==> src/strap_pkg.sv <==
`default_nettype none
package strap_pkg;
	localparam int strap_width = 16;
	// field positions of the captured configuration word
	localparam int pll_ref_lsb = 0;
	localparam int pll_ref_w = 3;
	localparam int prim_src_lsb = 3;
	localparam int prim_src_w = 4;
	localparam int prim_opt_lsb = 7;
	localparam int prim_opt_w = 3;
	localparam int back_src_lsb = 10;
	localparam int back_src_w = 3;
	localparam int back_opt_bit = 13;
	localparam int rsvd_bit = 14;
	localparam int power_on_self_test_bit = 15;
	// apb register byte offsets
	localparam logic [11:0] cfg_word_off = 12'h000;
	localparam logic [11:0] boot_ctrl_off = 12'h004;
	localparam logic [11:0] boot_stat_off = 12'h008;
	// boot_ctrl / boot_stat bits
	localparam int ctrl_prim_fail_bit = 0;
	localparam int ctrl_power_on_self_test_done_bit = 1;
	localparam int stat_latched_bit = 0;
	localparam int stat_use_backup_bit = 1;
	localparam int stat_power_on_self_test_run_bit = 2;
	localparam int stat_fail_seen_bit = 3;
	localparam logic [15:0] cfg_reset_val = 16'h0000;
endpackage
`default_nettype wire

==> src/boot_strap_latch.sv <==
// Decided for this implementation: the APB register port and the register offsets.
`timescale 1ns/10ps
`default_nettype none
// Function
// sample all strap pins at reset release
// board holds straps stable before reset release
// bits 2..0 give reference oscillator frequency
// bits 6..3 select primary boot source
// bits 9..7 are primary source options
// bits 12..10 select backup boot source
// bit 13 is backup source option
// bit 14 reserved, no meaning
// bit 15 requests power-on self-test
// primary failure falls back to backup
// after latch, pins go to alternate use
// drivers restore straps on every reset output
// captured word frozen until next reset
module boot_strap_latch
	import strap_pkg::*;
(
	input wire logic pclk,
	input wire logic presetn,
	input wire logic [strap_pkg::strap_width-1:0] boot_strap_pins,
	input wire logic psel,
	input wire logic penable,
	input wire logic pwrite,
	input wire logic [11:0] paddr,
	input wire logic [31:0] pwdata,
	output logic [31:0] prdata,
	output logic pready,
	output logic pslverr,
	output logic [strap_pkg::pll_ref_w-1:0] pll_ref_sel,
	output logic [strap_pkg::prim_src_w-1:0] primary_src,
	output logic [strap_pkg::prim_opt_w-1:0] primary_opt,
	output logic [strap_pkg::back_src_w-1:0] backup_src,
	output logic backup_opt,
	output logic power_on_self_test,
	output logic pins_released,
	output logic power_on_self_test_running,
	output logic boot_use_backup
);
	//------------------------------------------------
	// capture
	//------------------------------------------------
	logic [strap_width-1:0] cfg_word;
	logic latched;

	strap_capture #(.width(strap_width)) u_cap (
		.pclk(pclk),
		.presetn(presetn),
		.boot_strap_pins(boot_strap_pins),
		.cfg_word_ff(cfg_word),
		.latched_ff(latched)
	);

	//------------------------------------------------
	// apb control pulses into sequencer
	//------------------------------------------------
	logic wr_ctrl;
	logic prim_fail_ff, power_on_self_test_done_ff;
	logic nxt_prim_fail, nxt_power_on_self_test_done;
	logic seq_power_on_self_test, seq_back, seq_fail;

	assign wr_ctrl = psel & penable & pwrite & (paddr == boot_ctrl_off);

	always_comb begin
		nxt_prim_fail = wr_ctrl & pwdata[ctrl_prim_fail_bit];
		nxt_power_on_self_test_done = wr_ctrl & pwdata[ctrl_power_on_self_test_done_bit];
	end

	boot_sequencer u_seq (
		.pclk(pclk),
		.presetn(presetn),
		.latched(latched),
		.power_on_self_test_req(cfg_word[power_on_self_test_bit]),
		.power_on_self_test_done(power_on_self_test_done_ff),
		.prim_fail(prim_fail_ff),
		.power_on_self_test_run_ff(seq_power_on_self_test),
		.use_backup_ff(seq_back),
		.fail_seen_ff(seq_fail)
	);

	//------------------------------------------------
	// decoded field outputs, registered
	//------------------------------------------------
	logic [pll_ref_w-1:0] nxt_pll;
	logic [prim_src_w-1:0] nxt_psrc;
	logic [prim_opt_w-1:0] nxt_popt;
	logic [back_src_w-1:0] nxt_bsrc;
	logic nxt_bopt, nxt_power_on_self_test, nxt_rel;

	always_comb begin
		nxt_pll = cfg_word[pll_ref_lsb +: pll_ref_w];
		nxt_psrc = cfg_word[prim_src_lsb +: prim_src_w];
		nxt_popt = cfg_word[prim_opt_lsb +: prim_opt_w];
		nxt_bsrc = cfg_word[back_src_lsb +: back_src_w];
		nxt_bopt = cfg_word[back_opt_bit];
		// bit 14 is readable in the word but drives nothing, see
		nxt_power_on_self_test = cfg_word[power_on_self_test_bit];
		nxt_rel = latched;
	end

	//------------------------------------------------
	// apb read path; zero-wait slave
	//------------------------------------------------
	logic [31:0] nxt_prdata;
	logic nxt_slverr;
	logic setup;

	assign setup = psel & ~penable;

	always_comb begin
		nxt_prdata = 32'h0000_0000;
		nxt_slverr = 1'b0;
		if (setup) begin
			unique case (paddr)
				cfg_word_off: nxt_prdata[strap_width-1:0] = cfg_word;
				boot_ctrl_off: nxt_prdata = 32'h0000_0000;
				boot_stat_off: begin
					nxt_prdata[stat_latched_bit] = latched;
					nxt_prdata[stat_use_backup_bit] = seq_back;
					nxt_prdata[stat_power_on_self_test_run_bit] = seq_power_on_self_test;
					nxt_prdata[stat_fail_seen_bit] = seq_fail;
				end
				default: nxt_slverr = 1'b1;
			endcase
			// config word is read only
			if (pwrite && paddr == cfg_word_off) begin
				nxt_slverr = 1'b1;
			end
		end
	end

	always_ff @(posedge pclk or negedge presetn) begin
		if (!presetn) begin
			prdata <= 32'h0000_0000;
			pready <= 1'b0;
			pslverr <= 1'b0;
			prim_fail_ff <= 1'b0;
			power_on_self_test_done_ff <= 1'b0;
			pll_ref_sel <= '0;
			primary_src <= '0;
			primary_opt <= '0;
			backup_src <= '0;
			backup_opt <= 1'b0;
			power_on_self_test <= 1'b0;
			pins_released <= 1'b0;
			power_on_self_test_running <= 1'b0;
			boot_use_backup <= 1'b0;
		end else begin
			// pready rises in the access cycle, falls after it
			pready <= setup;
			pslverr <= nxt_slverr;
			if (setup) begin
				prdata <= nxt_prdata;
			end
			prim_fail_ff <= nxt_prim_fail;
			power_on_self_test_done_ff <= nxt_power_on_self_test_done;
			pll_ref_sel <= nxt_pll;
			primary_src <= nxt_psrc;
			primary_opt <= nxt_popt;
			backup_src <= nxt_bsrc;
			backup_opt <= nxt_bopt;
			power_on_self_test <= nxt_power_on_self_test;
			pins_released <= nxt_rel;
			power_on_self_test_running <= seq_power_on_self_test;
			boot_use_backup <= seq_back;
		end
	end
endmodule
`default_nettype wire

==> src/strap_capture.sv <==
`timescale 1ns/10ps
`default_nettype none
module strap_capture
	import strap_pkg::*;
#(
	parameter int width = strap_width
) (
	input wire logic pclk,
	input wire logic presetn,
	input wire logic [width-1:0] boot_strap_pins,
	output logic [width-1:0] cfg_word_ff,
	output logic latched_ff
);
	logic [width-1:0] nxt_cfg_word;
	logic nxt_latched;

	always_comb begin
		nxt_cfg_word = cfg_word_ff;
		nxt_latched = 1'b1;
		// only the first edge after reset release samples the pins
		if (!latched_ff) begin
			nxt_cfg_word = boot_strap_pins;
		end
	end

	always_ff @(posedge pclk or negedge presetn) begin
		if (!presetn) begin
			cfg_word_ff <= cfg_reset_val[width-1:0];
			latched_ff <= 1'b0;
		end else begin
			cfg_word_ff <= nxt_cfg_word;
			latched_ff <= nxt_latched;
		end
	end
endmodule
`default_nettype wire

==> src/boot_sequencer.sv <==
`timescale 1ns/10ps
`default_nettype none
module boot_sequencer (
	input wire logic pclk,
	input wire logic presetn,
	input wire logic latched,
	input wire logic power_on_self_test_req,
	input wire logic power_on_self_test_done,
	input wire logic prim_fail,
	output logic power_on_self_test_run_ff,
	output logic use_backup_ff,
	output logic fail_seen_ff
);
	typedef enum logic [3:0] {
		st_wait = 4'h1,
		st_power_on_self_test = 4'h2,
		st_prim = 4'h4,
		st_back = 4'h8
	} seq_state_t;

	seq_state_t state_ff, nxt_state;
	logic nxt_fail_seen;

	always_comb begin
		nxt_state = state_ff;
		nxt_fail_seen = fail_seen_ff | (prim_fail & state_ff == st_prim);
		unique case (state_ff)
			st_wait: begin
				if (latched) begin
					nxt_state = power_on_self_test_req ? st_power_on_self_test : st_prim;
				end
			end
			st_power_on_self_test: begin
				if (power_on_self_test_done) begin
					nxt_state = st_prim;
				end
			end
			st_prim: begin
				if (prim_fail) begin
					nxt_state = st_back;
				end
			end
			st_back: nxt_state = st_back;
			default: nxt_state = st_wait;
		endcase
	end

	always_ff @(posedge pclk or negedge presetn) begin
		if (!presetn) begin
			state_ff <= st_wait;
			power_on_self_test_run_ff <= 1'b0;
			use_backup_ff <= 1'b0;
			fail_seen_ff <= 1'b0;
		end else begin
			state_ff <= nxt_state;
			power_on_self_test_run_ff <= (nxt_state == st_power_on_self_test);
			use_backup_ff <= (nxt_state == st_back);
			fail_seen_ff <= nxt_fail_seen;
		end
	end
endmodule
`default_nettype wire

==> config.mk <==
export PLATFORM = sky130hd
export DESIGN_NAME = boot_strap_latch
export DESIGN_NICKNAME = d
export VERILOG_FILES = /design/src/strap_pkg.sv /design/src/boot_strap_latch.sv /design/src/strap_capture.sv /design/src/boot_sequencer.sv
export SDC_FILE = /design/constraint.sdc
export NUM_CORES = 1
export LEC_CHECK = 0
export BUFFER_PORTS_ARGS = -buffer_cell sky130_fd_sc_hd__buf_2
export CAP_MARGIN = 20
export CORE_MARGIN = 4
export CORE_UTILIZATION = 41
export CTS_CLUSTER_DIAMETER = 60
export DETAILED_ROUTE_END_ITERATION = 6
export GPL_TIMING_DRIVEN = 0
export HOLD_SLACK_MARGIN = 0.08
export PLACE_DENSITY = 0.75
export SLEW_MARGIN = 40
export SYNTH_ARGS = -nofsm -noshare
export SYNTH_HDL_FRONTEND = slang
export SYNTH_SLANG_ARGS = --single-unit
==> constraint.sdc <==
create_clock -name pclk -period 1.1 [get_ports pclk]
set_input_delay 0 -clock pclk [delete_from_list [all_inputs] [get_ports pclk]]
set_output_delay 0 -clock pclk [all_outputs]
set_load 0.02 [all_outputs]
==> impl_metrics.toml <==
[grt]
antenna_found_initial = 0
grt_pass1_vias = 1802
grt_max_degree = 63
gr-total-overflow = 0
grt_pass1_wl_mm = 8.52
grt_usage_pct = 15.2

[worst_setup_path]
critPathMaxFanout = 4
crit_buf_inv = 0
startpoint = "u_seq.state_ff[1]"
crit_end = "u_seq.state_ff[2]"
cp_top_family = "flip-flops"
worstSetupStartpointType = "register"
ff2ff_path_depth = 3
end_kind = "register"
worst_path_largest_cell_delay_ps = 430
r2r-end = "u_seq.state_ff[2]"
cp.depth = 3
r2r_slack_ps = -90
crit_path_top_delay_cell = "dfrtp_2"
arrival_ps = 1440
path_cells = "or3b_4 > a21o_1 > a21oi_1"
reg2reg_from = "u_seq.state_ff[1]"
worstSetupPathType = "register to register"
crit_required_ps = 1360

[timing]
hold_violations = 1
slew_headroom_pct = 63.5
period_share_pct = 108
finalWorstPathRequiredPeriod_ps = 1190
drv_slew = 0
finalClockSkew_ps = 5.03
fin_hold_ws_ps = -8.93
rsz0062_at_grt = "yes"
clock.fmax_ghz = 0.842
tightestPinTransition_ps = 547
fin_ws_ps = -87.1
setup_violations = 3

[finish]
nets = 383
regArea_sq_um = 1550
multi_input_area_sq_um = 803
final_cells = 395
final_common_cell = "buf_2"
utilization_pct = 62.9
n_fill_cell = 453
diodes = 0
drive_above_1_share_pct = 46.7
area_growth_pct = 46.2
final_cell_mix = "69 x buf_2, 60 x dfrtp_1, 28 x nand2_1"

[drt]
antenna_left = 0
drt_iter0_markers = 84
first_pass_iters = 4
wl_per_cell_um = 13.8
finalWirelength_mm = 5.44
avgViaCountPerCell = 4.59
drc = 0
vias = 1812

[yosys]
yosysWarnings = 0
netlist_area_sq_um = 2430
ys_ff_latch = 62
seq_area_frac_synth_pct = 63.9
syn_inst = 192
yosysUniqueCellTypes = 32
avgSynthCellArea_sq_um = 12.6

[clock_tree]
clock_path_buffers = 2
cts-buffers-inserted = 9
cts_tree = "built"
ctsHoldBuffers = 22
cts_max_level = 3
clockRootBuffer = "clkbuf_8"
clk_pin_slew_ps = 70
cts.sinks = 62
clk_latency_ps = 330

[floorplan]
die_area_sq_um = 7220
row_count = 27
die_h_um = 85.0
initial_core_util_pct = 43.0
io_pins = 117
core-area_sq_um = 5640
die_width_um = 85.0

[run_status]
outcome = "complete, but fails checks"
violations = "hold timing, setup timing"

[pwr]
power.density_nw_per_um2 = 1590
finalPower_mw = 5.65
ir_drop_uv = 1120
p_leak_nw = 1.79

[run]
drv_cap = 0

[worst_hold_path]
hold_path.startpoint = "paddr[8]"
hp-class = "primary input to register"

[place]
gp_congestion = 0.752
dp_cells = 348
place_ws_ps = -177
place.port_buffers = 69
post-dp-hpwl_mm = 3.46
## kinds of logic after synthesis
logic type	synth area share, %
AOI/OAI and AO/OA	5.98
muxes	10.3
buffers and inverters	7.52
and+or+nand+nor	12.0
other	0.309
DFF	63.9
## synth_stat cells, drive strengths merged
| cell | number | share of area, % |
|---|---|---|
| a41oi | 1 | 0.36 |
| nand2 | 28 | 4.3 |
| nor2b | 3 | 0.77 |
| buf | 22 | 6.4 |
| nand4 | 2 | 0.52 |
| o31ai | 4 | 1.2 |
| conb | 2 | 0.31 |
| nand4b | 1 | 0.36 |
| nor3b | 1 | 0.31 |
| or3b | 1 | 0.36 |
| dfstp | 1 | 1.1 |
| nor4 | 2 | 1.8 |
| a21oi | 1 | 0.21 |
| dfrtp | 61 | 63 |
| nand3 | 2 | 0.41 |
| nor4b | 2 | 0.72 |
| a31oi | 1 | 0.26 |
| o31a | 1 | 0.36 |
| nand3b | 1 | 0.31 |
| a21o | 2 | 0.62 |
| clkbuf | 4 | 0.62 |
| nand2b | 1 | 0.26 |
| mux2i | 7 | 2.9 |
| mux2 | 16 | 7.4 |
| nor2 | 4 | 0.62 |
| inv | 3 | 0.46 |
| o21ai | 12 | 2.9 |
| nor3 | 6 | 1.2 |
## layer usage
metal	vias up	track usage (%)	wire, um
met5	-	0	0
met4	0	7.77	78
met3	7	4.95	368
met2	57	24.1	2660
met1	877	18.4	2340
li1	871	-	-
## registers in the layout, summed over array words and instances (netlist names), 3 cells and up
register and flops:
pll_ref_sel 3, u_seq.state_ff 4, prdata 16, u_cap.cfg_word_ff 16, backup_src 3, primary_opt 3
primary_src 4
## where the power goes
part	switching, mW	internal (mW)
Sequential	0.140	2.49
Combinational	0.497	0.536
Clock	0.836	1.16
## cell type report
cell class                      instances  share of cell area [%]
Clock inverter                          4                    1.27
Tap cell                               72                    2.54
Sequential cell                        62                    43.8
Multi-Input combinational cell        116                    22.6
Clock buffer                           12                    4.37
Buffer                                 24                    5.78
Timing Repair Buffer                  102                    19.3
Inverter                                3                   0.317
## worst register-to-register path, stage by stage (launching register included)
cell,delay (ps)
dfrtp_2,430
or3b_4,400
a21o_1,180
a21oi_1,110
## timing repair
item | in CTS | in global routing
pin swaps | 3 | 5
endpoints found under the hold margin | 81 | 3
endpoints found under the setup margin | 15 | 28
buffers inserted | 5 | 5
cloned | 0 | 2
gates resized for setup | 5 | 31
## worst min path at each step
stage	endpoint	slack [ps]	cells past startpoint
2_1_floorplan	backup_opt	-300	0
3_3_place_gp	u_cap.cfg_word_ff[5]	230	2
3_5_place_dp	pslverr	130	1
4_1_cts	pslverr	-10	3
5_1_grt	prim_fail_ff	20	4
6_report	pslverr	-9	3
## per-stage QoR
step,area [sq um],TNS [ps]
after CTS,3410,-1370
after global routing,3550,-317
final,3550,-105
after detailed placement,2940,-2490
after global placement,2930,-9950
after floorplan,2500,-82.8
(Power assumes the default switching activity.)
